`src/tto_defs.vh`:
```
// Constants for the timing and trigger output port
//
// Functional notes
// Low event word strobe marks event bits 11:0 on the bus.
// Event count reset delay: coarse 3:0 plus fine one.
// Trigger accept delay: coarse 3:0 plus fine one.
// PROM pin floats in reset; a high level selects PROM loading.
// After reset the PROM pin drives the PROM reset pulse.
// Channel B bits copied out unchanged, framing included.
// Control setting enables the channel B copy; the code uses the separate input serial_b_en_i, not a control_i bit.
// Single error strobe pulses per corrected single error.
// Sub-address bus output, enabled by control bit 5.
// Sub-address bus floats in reset; levels give identifier 15:8.
// Ready is high only while the receiver works.
// Receiver samples sync outputs on the deskewed clock edge only.
// Outputs align to clock one; broadcast 7:6 optionally clock two.
// Control bit 2 moves broadcast 7:6 and strobe two to clock two.
// Group one delay coarse 3:0, group two 7:4, one cycle each.
// Data-out strobe pulses on clock one per new value.
// Data and sub-address carry the 16-bit payload, qualifier its type.
// A trigger starts a counter sequence chosen by control 1:0.
// Control 1:0 at 11 sends bunch count and both event words.
// Qualifier 0000 is command data, 0001 to 1010 register dumps.
// Bunch count strobe marks a bunch number on the bus.
// Clock-with-trigger follows reference, low one cycle per trigger.
// Every strobe lasts one cycle of its aligning clock.
`ifndef TTO_DEFS_VH
`define TTO_DEFS_VH

// System clock period
`define TTO_CLK_NS          4
// Control setting bit positions
`define TTO_CTRL_SEQ_LO     0
`define TTO_CTRL_SEQ_HI     1
`define TTO_CTRL_SEL_CLK2   2
`define TTO_CTRL_EN_CLK2    3
`define TTO_CTRL_EN_CLKTRG  4
`define TTO_CTRL_EN_SUBADDR 5
`define TTO_CTRL_EN_DATA    6
`define TTO_CTRL_EN_REFCLK  7
// Trigger sequence selections
`define TTO_SEQ_NONE        2'h0
`define TTO_SEQ_BUNCH       2'h1
`define TTO_SEQ_EVENT       2'h2
`define TTO_SEQ_BOTH        2'h3
// Qualifier codes
`define TTO_QUAL_CMD        4'h0
`define TTO_QUAL_DUMP_FIRST 4'h1
`define TTO_QUAL_DUMP_LAST  4'ha
// PROM reset pulse, least length
`define TTO_PROM_RST_NS     400
`define TTO_PROM_RST_CYC    ((`TTO_PROM_RST_NS + `TTO_CLK_NS - 1) / `TTO_CLK_NS)
// Reset values
`define TTO_RESET_BYTE      8'h00

`endif

```
`src/tto_port.v`:
```
// Output stage of the timing and trigger receiver
`include "tto_defs.vh"

module tto_port
#(
   parameter CDEPTH = 16,    // Coarse delay taps
   parameter FDEPTH = 16,    // Fine deskew taps in system cycles
   parameter BWIDTH = 20,    // Buffer word: qualifier, sub-address, data
   parameter BDEPTH = 2      // Buffer entries
)
(
   input  wire        clk_i,
   input  wire        rst_i,
   input  wire        ref_clock_i,
   input  wire        lock_i,
   input  wire [7:0]  control_i,
   input  wire [7:0]  coarse_delay_i,
   input  wire [3:0]  fine_delay_one_i,
   input  wire [3:0]  fine_delay_two_i,
   input  wire        serial_b_en_i,
   input  wire        serial_b_i,
   input  wire        trigger_i,
   input  wire        event_reset_i,
   input  wire        bunch_reset_i,
   input  wire        broadcast_valid_i,
   input  wire [7:2]  broadcast_i,
   input  wire [11:0] bunch_count_i,
   input  wire [23:0] event_count_i,
   input  wire        single_error_i,
   input  wire        double_error_i,
   input  wire        iac_valid_i,
   input  wire [7:0]  iac_data_i,
   input  wire [7:0]  iac_subaddr_i,
   input  wire [3:0]  iac_qual_i,
   output wire        iac_ready_o,
   input  wire        data_hold_i,
   output reg  [11:0] counter_output_bus_o,
   output reg         bunch_count_strobe_o,
   output reg         event_low_word_strobe_o,
   output reg         event_high_word_strobe_o,
   output reg         trigger_accept_out_o,
   output reg         event_count_reset_out_o,
   output reg         bunch_count_reset_out_o,
   output reg  [7:2]  broadcast_o,
   output reg         broadcast_strobe_one_o,
   output reg         broadcast_strobe_two_o,
   output reg  [7:0]  data_out_o,
   output wire        data_out_oe_o,
   output reg  [7:0]  sub_address_bus_o,
   output wire        sub_address_bus_oe_o,
   input  wire [7:0]  sub_address_bus_i,
   output reg  [3:0]  data_qualifier_o,
   output reg         data_out_strobe_o,
   output reg         single_error_strobe_o,
   output reg         double_error_strobe_o,
   output reg         serial_b_copy_o,
   output reg         receiver_ready_out_o,
   output wire        reference_clock_out_o,
   output wire        deskewed_clock_one_o,
   output wire        deskewed_clock_two_o,
   output wire        clock_with_trigger_gap_o,
   output reg         prom_enable_reset_pin_o,
   output reg         prom_enable_reset_pin_oe_o,
   input  wire        prom_enable_reset_pin_i,
   output reg         prom_load_enable_o,
   output reg  [7:0]  chip_identifier_upper_o
);

   // Trigger sequence states
   localparam ST_IDLE  = 2'h0;
   localparam ST_BUNCH = 2'h1;
   localparam ST_EVLO  = 2'h2;
   localparam ST_EVHI  = 2'h3;

   // Qualifier range check
   function qual_ok;
      input [3:0] q;
      begin
         qual_ok = (q == `TTO_QUAL_CMD) ||
                   ((q >= `TTO_QUAL_DUMP_FIRST) && (q <= `TTO_QUAL_DUMP_LAST));
      end
   endfunction

   integer k;

   reg              ref_m;
   reg              ref_s;
   reg              ref_d;
   reg              hold_m;
   reg              hold_s;
   reg  [7:0]       sa_m;
   reg  [7:0]       sa_s;
   reg              pr_m;
   reg              pr_s;
   reg              rst_d;
   reg  [FDEPTH-1:0] fine_sh;
   reg              clk1_d;
   reg              clk2_d;
   reg  [7:0]       pend1;
   reg  [2:0]       pend2;
   reg  [7:0]       dl1 [0:CDEPTH-1];
   reg  [2:0]       dl2 [0:CDEPTH-1];
   reg              err1_p;
   reg              err2_p;
   reg              gap;
   reg  [1:0]       state;
   reg  [1:0]       mode;
   reg  [11:0]      bunch_lat;
   reg  [23:0]      event_lat;
   reg  [BWIDTH-1:0] buf_mem [0:BDEPTH-1];
   reg              wr_ptr;
   reg              rd_ptr;
   reg  [1:0]       count;
   reg  [7:0]       prom_cnt;

   wire             clk1_int;
   wire             clk2_int;
   wire             tick1;
   wire             tick2;
   wire             btick;
   wire             tick_g2;
   wire [7:0]       ev1;
   wire [2:0]       ev2;
   wire [7:0]       tap1;
   wire [2:0]       tap2;
   wire             buf_wr;
   wire             buf_rd;
   wire [BWIDTH-1:0] buf_head;

   // Two-flop synchronisers
   always @(posedge clk_i)
   begin
      ref_m  <= ref_clock_i;
      ref_s  <= ref_m;
      hold_m <= data_hold_i;
      hold_s <= hold_m;
      sa_m   <= sub_address_bus_i;
      sa_s   <= sa_m;
      pr_m   <= prom_enable_reset_pin_i;
      pr_s   <= pr_m;
   end

   // Reference edge history and deskew line
   always @(posedge clk_i)
   begin
      if (rst_i)
      begin
         ref_d   <= 1'b0;
         fine_sh <= {FDEPTH{1'b0}};
         clk1_d  <= 1'b0;
         clk2_d  <= 1'b0;
      end
      else
      begin
         ref_d   <= ref_s;
         fine_sh <= {fine_sh[FDEPTH-2:0], ref_s};
         clk1_d  <= clk1_int;
         clk2_d  <= clk2_int;
      end
   end

   // fine deskew taps
   assign clk1_int = fine_sh[fine_delay_one_i];
   assign clk2_int = fine_sh[fine_delay_two_i];
   assign btick    = ref_s & ~ref_d;
   assign tick1    = clk1_int & ~clk1_d;
   assign tick2    = clk2_int & ~clk2_d;
   // group two retimed to clock two when selected
   assign tick_g2  = control_i[`TTO_CTRL_SEL_CLK2] ? tick2 : tick1;

   // Clock outputs; the reference copy has no guaranteed phase
   assign reference_clock_out_o    = control_i[`TTO_CTRL_EN_REFCLK] & ref_s;
   assign deskewed_clock_one_o     = clk1_int;
   assign deskewed_clock_two_o     = control_i[`TTO_CTRL_EN_CLK2] & clk2_int;
   // reference clock with trigger gap
   assign clock_with_trigger_gap_o = control_i[`TTO_CTRL_EN_CLKTRG] & ref_s & ~gap;

   // Group event vectors
   assign ev1 = {trigger_i, event_reset_i, bunch_reset_i, broadcast_valid_i,
                 broadcast_i[5:2]};
   assign ev2 = {broadcast_valid_i, broadcast_i[7:6]};

   // coarse delay taps per group
   assign tap1 = dl1[coarse_delay_i[3:0]];
   assign tap2 = dl2[coarse_delay_i[7:4]];

   // Events wait for the next bunch edge
   always @(posedge clk_i)
   begin
      if (rst_i)
      begin
         pend1  <= `TTO_RESET_BYTE;
         pend2  <= 3'h0;
         err1_p <= 1'b0;
         err2_p <= 1'b0;
         gap    <= 1'b0;
         for (k = 0; k < CDEPTH; k = k + 1)
         begin
            dl1[k] <= `TTO_RESET_BYTE;
            dl2[k] <= 3'h0;
         end
      end
      else
      begin
         pend1  <= btick ? 8'h00 : (ev1 | pend1);
         pend2  <= btick ? 3'h0 : (ev2 | pend2);
         // errors held until the next clock-one edge
         err1_p <= (single_error_i | err1_p) & ~tick1;
         err2_p <= (double_error_i | err2_p) & ~tick1;
         if (btick)
         begin
            // one coarse unit per bunch period
            dl1[0] <= pend1 | ev1;
            dl2[0] <= pend2 | ev2;
            for (k = 1; k < CDEPTH; k = k + 1)
            begin
               dl1[k] <= dl1[k-1];
               dl2[k] <= dl2[k-1];
            end
            // gap for one reference period per trigger
            gap <= pend1[7] | trigger_i;
         end
      end
   end

   // group one outputs on clock one
   always @(posedge clk_i)
   begin
      if (rst_i)
      begin
         trigger_accept_out_o    <= 1'b0;
         event_count_reset_out_o <= 1'b0;
         bunch_count_reset_out_o <= 1'b0;
         broadcast_strobe_one_o  <= 1'b0;
         broadcast_o[5:2]        <= 4'h0;
         single_error_strobe_o   <= 1'b0;
         double_error_strobe_o   <= 1'b0;
      end
      else if (tick1)
      begin
         // delayed trigger accept
         trigger_accept_out_o    <= tap1[7];
         // delayed event count reset
         event_count_reset_out_o <= tap1[6];
         bunch_count_reset_out_o <= tap1[5];
         // strobes last one aligning clock period
         broadcast_strobe_one_o  <= tap1[4];
         if (tap1[4])
            broadcast_o[5:2] <= tap1[3:0];
         // single error strobe
         single_error_strobe_o   <= err1_p | single_error_i;
         double_error_strobe_o   <= err2_p | double_error_i;
      end
   end

   // group two outputs on the selected deskewed clock
   always @(posedge clk_i)
   begin
      if (rst_i)
      begin
         broadcast_strobe_two_o <= 1'b0;
         broadcast_o[7:6]       <= 2'h0;
      end
      else if (tick_g2)
      begin
         broadcast_strobe_two_o <= tap2[2];
         if (tap2[2])
            broadcast_o[7:6] <= tap2[1:0];
      end
   end

   // trigger sequence; triggers ignored while running
   always @(posedge clk_i)
   begin
      if (rst_i)
      begin
         state                    <= ST_IDLE;
         mode                     <= `TTO_SEQ_NONE;
         bunch_lat                <= 12'h000;
         event_lat                <= 24'h000000;
         counter_output_bus_o     <= 12'h000;
         bunch_count_strobe_o     <= 1'b0;
         event_low_word_strobe_o  <= 1'b0;
         event_high_word_strobe_o <= 1'b0;
      end
      else if (tick1)
      begin
         bunch_count_strobe_o     <= 1'b0;
         event_low_word_strobe_o  <= 1'b0;
         event_high_word_strobe_o <= 1'b0;
         case (state)
            ST_IDLE:
            begin
               if (tap1[7])
               begin
                  mode      <= control_i[`TTO_CTRL_SEQ_HI:`TTO_CTRL_SEQ_LO];
                  bunch_lat <= bunch_count_i;
                  event_lat <= event_count_i;
                  // both counters chain bunch then event words
                  case (control_i[`TTO_CTRL_SEQ_HI:`TTO_CTRL_SEQ_LO])
                     `TTO_SEQ_BUNCH: state <= ST_BUNCH;
                     `TTO_SEQ_BOTH:  state <= ST_BUNCH;
                     `TTO_SEQ_EVENT: state <= ST_EVLO;
                     default:        state <= ST_IDLE;
                  endcase
               end
            end
            ST_BUNCH:
            begin
               // bunch number on the bus
               counter_output_bus_o <= bunch_lat;
               bunch_count_strobe_o <= 1'b1;
               state <= (mode == `TTO_SEQ_BOTH) ? ST_EVLO : ST_IDLE;
            end
            ST_EVLO:
            begin
               // low event word with its strobe
               counter_output_bus_o    <= event_lat[11:0];
               event_low_word_strobe_o <= 1'b1;
               state <= ST_EVHI;
            end
            ST_EVHI:
            begin
               counter_output_bus_o     <= event_lat[23:12];
               event_high_word_strobe_o <= 1'b1;
               state <= ST_IDLE;
            end
            default:
               state <= ST_IDLE;
         endcase
      end
   end

   // only defined qualifiers enter the buffer
   assign iac_ready_o = (count != 2'h2);
   assign buf_wr      = iac_valid_i & iac_ready_o & qual_ok(iac_qual_i);
   // A stall keeps words buffered
   assign buf_rd      = tick1 & ~hold_s & (count != 2'h0);
   assign buf_head    = buf_mem[rd_ptr];

   // Two-entry command buffer
   always @(posedge clk_i)
   begin
      if (rst_i)
      begin
         wr_ptr     <= 1'b0;
         rd_ptr     <= 1'b0;
         count      <= 2'h0;
         buf_mem[0] <= {BWIDTH{1'b0}};
         buf_mem[1] <= {BWIDTH{1'b0}};
      end
      else
      begin
         if (buf_wr)
         begin
            buf_mem[wr_ptr] <= {iac_qual_i, iac_subaddr_i, iac_data_i};
            wr_ptr          <= ~wr_ptr;
         end
         if (buf_rd)
            rd_ptr <= ~rd_ptr;
         if (buf_wr & ~buf_rd)
            count <= count + 2'h1;
         else if (buf_rd & ~buf_wr)
            count <= count - 2'h1;
      end
   end

   // data strobe per presented word
   always @(posedge clk_i)
   begin
      if (rst_i)
      begin
         data_out_o        <= `TTO_RESET_BYTE;
         sub_address_bus_o <= `TTO_RESET_BYTE;
         data_qualifier_o  <= `TTO_QUAL_CMD;
         data_out_strobe_o <= 1'b0;
      end
      else if (tick1)
      begin
         data_out_strobe_o <= buf_rd;
         if (buf_rd)
         begin
            // payload with its qualifier
            data_qualifier_o  <= buf_head[19:16];
            sub_address_bus_o <= buf_head[15:8];
            data_out_o        <= buf_head[7:0];
         end
      end
   end

   // sub-address bus enable; R10 floating while in reset
   assign sub_address_bus_oe_o = ~rst_i & ~rst_d & control_i[`TTO_CTRL_EN_SUBADDR];
   assign data_out_oe_o        = ~rst_i & ~rst_d & control_i[`TTO_CTRL_EN_DATA];

   // PROM reset pulse after release
   always @(posedge clk_i)
   begin
      if (rst_i)
      begin
         rst_d                      <= 1'b1;
         prom_enable_reset_pin_oe_o <= 1'b0;
         prom_enable_reset_pin_o    <= 1'b0;
         prom_cnt                   <= 8'h00;
      end
      else
      begin
         rst_d <= 1'b0;
         if (rst_d)
         begin
            // pin becomes an output, PROM pulse high
            prom_enable_reset_pin_oe_o <= 1'b1;
            prom_enable_reset_pin_o    <= 1'b1;
            prom_cnt                   <= 8'h01;
         end
         else if (prom_cnt != 8'h00)
         begin
            if (prom_cnt == `TTO_PROM_RST_CYC)
            begin
               prom_enable_reset_pin_o <= 1'b0;
               prom_cnt                <= 8'h00;
            end
            else
               prom_cnt <= prom_cnt + 8'h01;
         end
      end
   end

   // Straps caught at release, kept through reset
   always @(posedge clk_i)
   begin
      if (rst_d & ~rst_i)
      begin
         // R4 resistor level selects PROM loading
         prom_load_enable_o      <= pr_s;
         // identifier upper bits from resistors
         chip_identifier_upper_o <= sa_s;
      end
   end

   // Serial copy and ready flag
   always @(posedge clk_i)
   begin
      if (rst_i)
      begin
         serial_b_copy_o      <= 1'b0;
         receiver_ready_out_o <= 1'b0;
      end
      else
      begin
         // channel B bits passed unchanged when enabled
         serial_b_copy_o      <= serial_b_en_i & serial_b_i;
         // ready follows lock, low in and just after reset
         receiver_ready_out_o <= lock_i & ~rst_d;
      end
   end

endmodule // tto_port

```
`config.mk`:
```
export PLATFORM = sky130hd
export DESIGN_NAME = tto_port
export DESIGN_NICKNAME = d
export VERILOG_FILES = /design/src/tto_port.v
export VERILOG_INCLUDE_DIRS = /design/src /design/src/src
export SDC_FILE = /design/constraint.sdc
export NUM_CORES = 1
export LEC_CHECK = 0
export BUFFER_PORTS_ARGS = -buffer_cell sky130_fd_sc_hd__buf_2
export CORE_UTILIZATION = 51
export DETAILED_ROUTE_END_ITERATION = 7
export PLACE_DENSITY = 0.71
export SLEW_MARGIN = 0
export SYNTH_ARGS = -nofsm -noshare
export SYNTH_HDL_FRONTEND = slang
export SYNTH_SLANG_ARGS = --single-unit
```
`constraint.sdc`:
```
create_clock -name clk_i -period 10.05 [get_ports clk_i]
set_clock_uncertainty 0.2 [all_clocks]
set_input_delay 2.01 -clock clk_i [delete_from_list [all_inputs] [get_ports clk_i]]
set_output_delay 2.01 -clock clk_i [all_outputs]
set_load 0.005 [all_outputs]
```
==> out/metrics.cfg, run 1 <==
[run_status]
status=finished, final reports clean

[power_and_ir_drop]
p_leak_nw=7.16
intPower_mw=2.69
power.density_mw_per_mm2=192
p_seq_share_pct=52.7
combPwrFrac_pct=7.2
p_clk_share_pct=40.1
p_switching_mw=0.755
ir_worst_vdd_v=0.000125
p_sw_share_pct=21.9

[synth]
synth_seq_cells=385
synth_top_family_by_area=multiplexers
synth_area_sq_mm=0.0156
synth.most_common_cell=edfxtp_1
synth_xor_area_share_pct=0.506
synth_common_cells=225 x edfxtp_1, 160 x dfxtp_1, 153 x nor2_1, 102 x and3_1, 101 x mux2i_1
synth-compound-area-share_pct=3.28
synth_edf_count=225
synth-adder-area-share_pct=0.241
netlist_instances=1155
synth_mux_area_share_pct=15.0
synth-async-reset-ratio_pct=0
synth_top_cell_by_area=edfxtp_1
synthTopCellsByArea=edfxtp_1 43%, dfxtp_1 21%, mux4_2 8.4%
netlist.area_leader.share_pct=43.3
yosys.area_share.simple_pct=14.6
ys_seq_area_share_pct=63.9
synth_cell_types=46
synthesis.nets=1267
syn_area_per_cell_sq_um=13.5
yosys_most_used_dff=edfxtp_1
ys_warn_count=0

[cts]
cts_setup_buffers=0
cts_htree_levels=2
ctsHoldBuffers=0
clk_pin_slew_ns=0.06
clock_sinks=385
worstSkewPairLatency_ns=0.51
cts_made_buffers=40
tritoncts=built
root_buffer=clkbuf_16
clk_path_buf_depth=3
postCtsResizedCells=0

[sta]
min_period_ns=5.48
worst_pin_slew_ns=1.17
hold_slack_ns=0.125
fmax_mhz=183
finalSetupTns_ns=0
finalCritPeriodShare_pct=54.5
rsz0062_at_grt=false
slew_viol_final=0
setup_viol_count_final=0
hold_violations=0
relSlewSlack_pct=22.2

[cells_and_area]
drive_above_1_share_pct=23.7
area_growth_syn_to_layout_pct=15.2
fin_nets=1416

[hold_path]
hold_class=register to register

[flow_run]
maxCapViolCount=0

[global_route]
grt_pass1_vias=9039
antenna_found_initial=1
grt_first_pass_wirelength_mm=47.3
grt_use_total_pct=18.9
grt_max_degree=105
grt_overflow=0

[drt]
vias=9238
antenna_left=0
routed_via_density=5.36
wl_mm=29.5
drtIter0Drc=788
wire_per_inst_microns=17.1
route.detailed.drc=0
dr.pass1.iters=4

[critical_path]
path_max_fanout=4
startpoint_type=input port
cp-end-kind=output port
path_class=input port to output port
crit_arrival_ns=3.27
required_ns=7.84

[placed_design]
gp_congestion=0.814
hpwl_mm=18.2
port_buffers=177

[die]
start_util_pct=52.2
die_h_microns=177
core.rowCount=63
dieArea_sq_mm=0.0313
ios=178
core_area_sq_mm=0.0299
die_x_microns=177

-- metal layers --
| layer | up-vias | part of all wire [%] | global-route usage [%] |
|---|---|---|---|
| li1 | 4499 | - | - |
| met1 | 4452 | 47 | 27.3 |
| met2 | 237 | 45 | 29.2 |
| met3 | 50 | 5.4 | 3.37 |
| met4 | 0 | 2.1 | 5.57 |
| met5 | - | 0 | 0 |
-- registers in the layout, indices dropped and copies added, names as in the netlist, 12 cells and up --
register / count
dl1: 128
event_lat: 24
dl2: 48
fine_sh: 16
bunch_lat: 12
buf_mem: 40
counter_output_bus_o: 12
-- placed cells by master, fill, tap and decap left out, types with 2 or more instances in the layout --
cell type / instances
clkinvlp_4: 2
mux4_2: 58
clkbuf_1: 12
and2_1: 44
buf_2: 176
clkinv_2: 5
nor3_1: 6
inv_1: 8
mux2i_1: 101
ha_1: 3
xor2_1: 5
nor2b_1: 85
or3_1: 3
o21ai_0: 4
edfxtp_1: 225
a211oi_1: 26
nor2_1: 153
a21oi_1: 35
inv_4: 2
clkbuf_8: 6
dfxtp_1: 160
clkinv_1: 3
nand2_1: 11
and3_1: 102
buf_4: 11
xnor2_1: 4
clkbuf_16: 41
nand3_1: 5
inv_2: 2
nand2b_1: 9
o22ai_1: 4
-- layout make-up --
| class | count | area, sq um |
|---|---|---|
| Clock inverter | 12 | 63.8 |
| Inverter | 10 | 37.5 |
| Tap cell | 390 | 488 |
| Sequential cell | 385 | 9960 |
| Fill cell | 2399 | 11900 |
| Clock buffer | 60 | 1160 |
| Timing Repair Buffer | 188 | 975 |
| Antenna cell | 1 | 2.50 |
| Multi-Input combinational cell | 679 | 5270 |
-- power by group through the flow --
stage               logic (mW)  clock network, mW  registers [mW]
floorplan                0.178                  0            1.84
global placement         0.248                  0            1.84
detailed placement       0.252                  0            1.85
CTS                      0.254               1.41            1.81
global route             0.276               1.47            1.82
finish                   0.249               1.38            1.81
-- cell families after synthesis --
family,count (synthesis)
muxes,161
AOI/OAI and AO/OA,78
xor gates and xnor gates,9
adders and majority gates,3
DFF,385
buffers and inverters,91
and+or+nand+nor,428
-- through the flow --
step	utilization, %	cell area, sq um	instances	power [mW]	setup slack, ns
final	60.1	18000	1725	3.44	4.57
after global routing	60.1	18000	1725	3.57	4.51
after CTS	60.1	18000	1724	3.48	4.58
after detailed placement	56.0	16700	1652	2.10	4.58
after global placement	56.0	16700	1652	2.09	4.60
after floorplan	-	15600	1155	2.02	1.87
-- critical path, stage by stage --
cell	delay, ns
buf_2	0.14
mux4_2	0.51
mux2_2	0.29
nor2_1	0.13
a211oi_1	0.06
buf_2	0.13
-- worst paths after layout --
kind | startpoint | endpoint | slack, ns | cells after the start
max reg2reg | fine_sh[12]$_SDFF_PP0_ | count[1]$_SDFFE_PP0P_ | 6.74 | 8
min | sa_m[3]$_DFF_P_ | sa_s[3]$_DFF_P_ | 0.13 | 0
max | fine_delay_two_i[2] | deskewed_clock_two_o | 4.57 | 6
min reg2reg | sa_m[3]$_DFF_P_ | sa_s[3]$_DFF_P_ | 0.13 | 0
(Power assumes the default switching activity.)
==> inputs of run 2 (changes only) <==
Settings changed: PLACE_DENSITY 0.71 to 0.74.
Clock period 10.05 ns to 4.4 ns, I/O delays scaled along.
==> out/metrics.cfg, run 2 (synthesis gave the netlist of run 1 again) <==
[cts]
root_buffer=clkbuf_16
ctsHoldBuffers=0
postCtsResizedCells=0
cts_htree_levels=2
worstSkewPairLatency_ns=0.53
cts_made_buffers=40
clk_path_buf_depth=3
clk_pin_slew_ns=0.06
tritoncts=built
cts_setup_buffers=0
clock_sinks=385

[drt]
route.detailed.drc=0
routed_via_density=5.41
wire_per_inst_microns=17.6
dr.pass1.iters=5
antenna_left=0
drtIter0Drc=682
vias=9372
wl_mm=30.5

[critical_path]
path_cells=buf_2 -> mux4_2 -> mux2_2 -> nor2_1 -> a211oi_1 -> buf_2
path_class=input port to output port
startpoint_type=input port
crit_arrival_ns=2.14
reg2reg_slack_ns=1.59
cp-end-kind=output port
critPathTopFamily=multiplexers
path_buf_inv=2
crit_slowest_cell=mux4_2
slowest_delay_ns=0.50
required_ns=3.32
path_max_fanout=4
cp_common_cell=buf_2

[cells_and_area]
stdcell_count=1732
seq_area_sq_mm=0.00996
nFillCells=2319
top_regs=dl1: 128 flops, dl2: 48 flops, buf_mem: 40 flops
layout_commonest_cell=edfxtp_1
largest-register=dl1
area_growth_syn_to_layout_pct=16.4
final_cell_mix=225 x edfxtp_1, 176 x buf_2, 160 x dfxtp_1
fin_nets=1422
fin_util_pct=60.7
antennaDiodeCount=0
multiInputGateArea_sq_mm=0.00527
largest_reg_flops=128
drive_above_1_share_pct=24.6

[flow_run]
maxCapViolCount=0

[die]
start_util_pct=52.2
die_x_microns=177
ios=178
core.rowCount=63
die_h_microns=177
dieArea_sq_mm=0.0313
core_area_sq_mm=0.0299

[power_and_ir_drop]
p_switching_mw=1.78
p_clk_share_pct=41.8
intPower_mw=6.33
p_sw_share_pct=22.0
ir_worst_vdd_v=0.000280
combPwrFrac_pct=7.1
power.total_mw=8.11
p_seq_share_pct=51.1
p_leak_nw=7.27
power.density_mw_per_mm2=447

[placed_design]
hpwl_mm=19.1
post-place-cells=1658
gp_congestion=0.867
port_buffers=177

[sta]
finalSetupTns_ns=0
rsz0062_at_grt=false
hold_violations=0
fmax_mhz=311
slew_viol_final=0
relSlewSlack_pct=17.4
worst_pin_slew_ns=1.24
min_period_ns=3.22
setup_viol_count_final=0
finalCritPeriodShare_pct=73.2

[global_route]
grt_max_degree=151
antenna_found_initial=0
grt_use_total_pct=19.5
grt_overflow=0
grt_pass1_vias=9216
grt_first_pass_wirelength_mm=48.3

[hold_path]
hold_class=register to register

[run_status]
status=finished, final reports clean

==> run 2: per-stage QoR <==
step	worst slack, ns	instance area (sq um)	hold WS, ns
finish	1.18	18100	0.122
global route	1.09	18100	0.131
CTS	1.17	18100	0.124
detailed placement	0.871	16800	0.114
global placement	0.960	16800	0.110
floorplan	0.110	15600	0.110
==> run 2: power by group through the flow <==
stage	registers, mW	logic (mW)	clock network (mW)
floorplan	4.19	0.405	0
global placement	4.21	0.568	0
detailed placement	4.22	0.580	0
CTS	4.15	0.584	3.45
global route	4.17	0.634	3.59
finish	4.15	0.576	3.39
==> run 2: worst reg2reg max path: cells and delay by family (launching register included) <==
kind | cells | cell delay [ns]
AOI/OAI and AO/OA | 2 | 0.69
muxes | 2 | 0.38
buffers and inverters | 1 | 0.59
DFF | 1 | 0.36
and+or+nand+nor | 2 | 0.44
==> run 2: path summary, 6_finish.rpt <==
kind,cells after the start,start,end
setup / recovery,6,fine_delay_two_i[2],deskewed_clock_two_o
hold / removal,0,sa_m[0]$_DFF_P_,sa_s[0]$_DFF_P_
setup reg to reg,7,fine_sh[12]$_SDFF_PP0_,event_lat[18]$_SDFFE_PP0P_
hold reg to reg,0,sa_m[0]$_DFF_P_,sa_s[0]$_DFF_P_
==> run 2: layout make-up <==
cell class	count	area share, %
Sequential cell	385	54.9
Multi-Input combinational cell	679	29.0
Clock buffer	59	6.77
Timing Repair Buffer	194	5.76
Tap cell	390	2.69
Clock inverter	15	0.655
Inverter	10	0.207
==> run 2: layer usage <==
layer  up-vias  routed length (microns)  share of wire, %  GRT usage [%]
li1       4504                        -                 -              -
met1      4585                    14300                47           27.8
met2       229                    14100                46           30.7
met3        54                     1420               4.6           3.31
met4         0                      659               2.2           5.85
met5         -                        0                 0              0
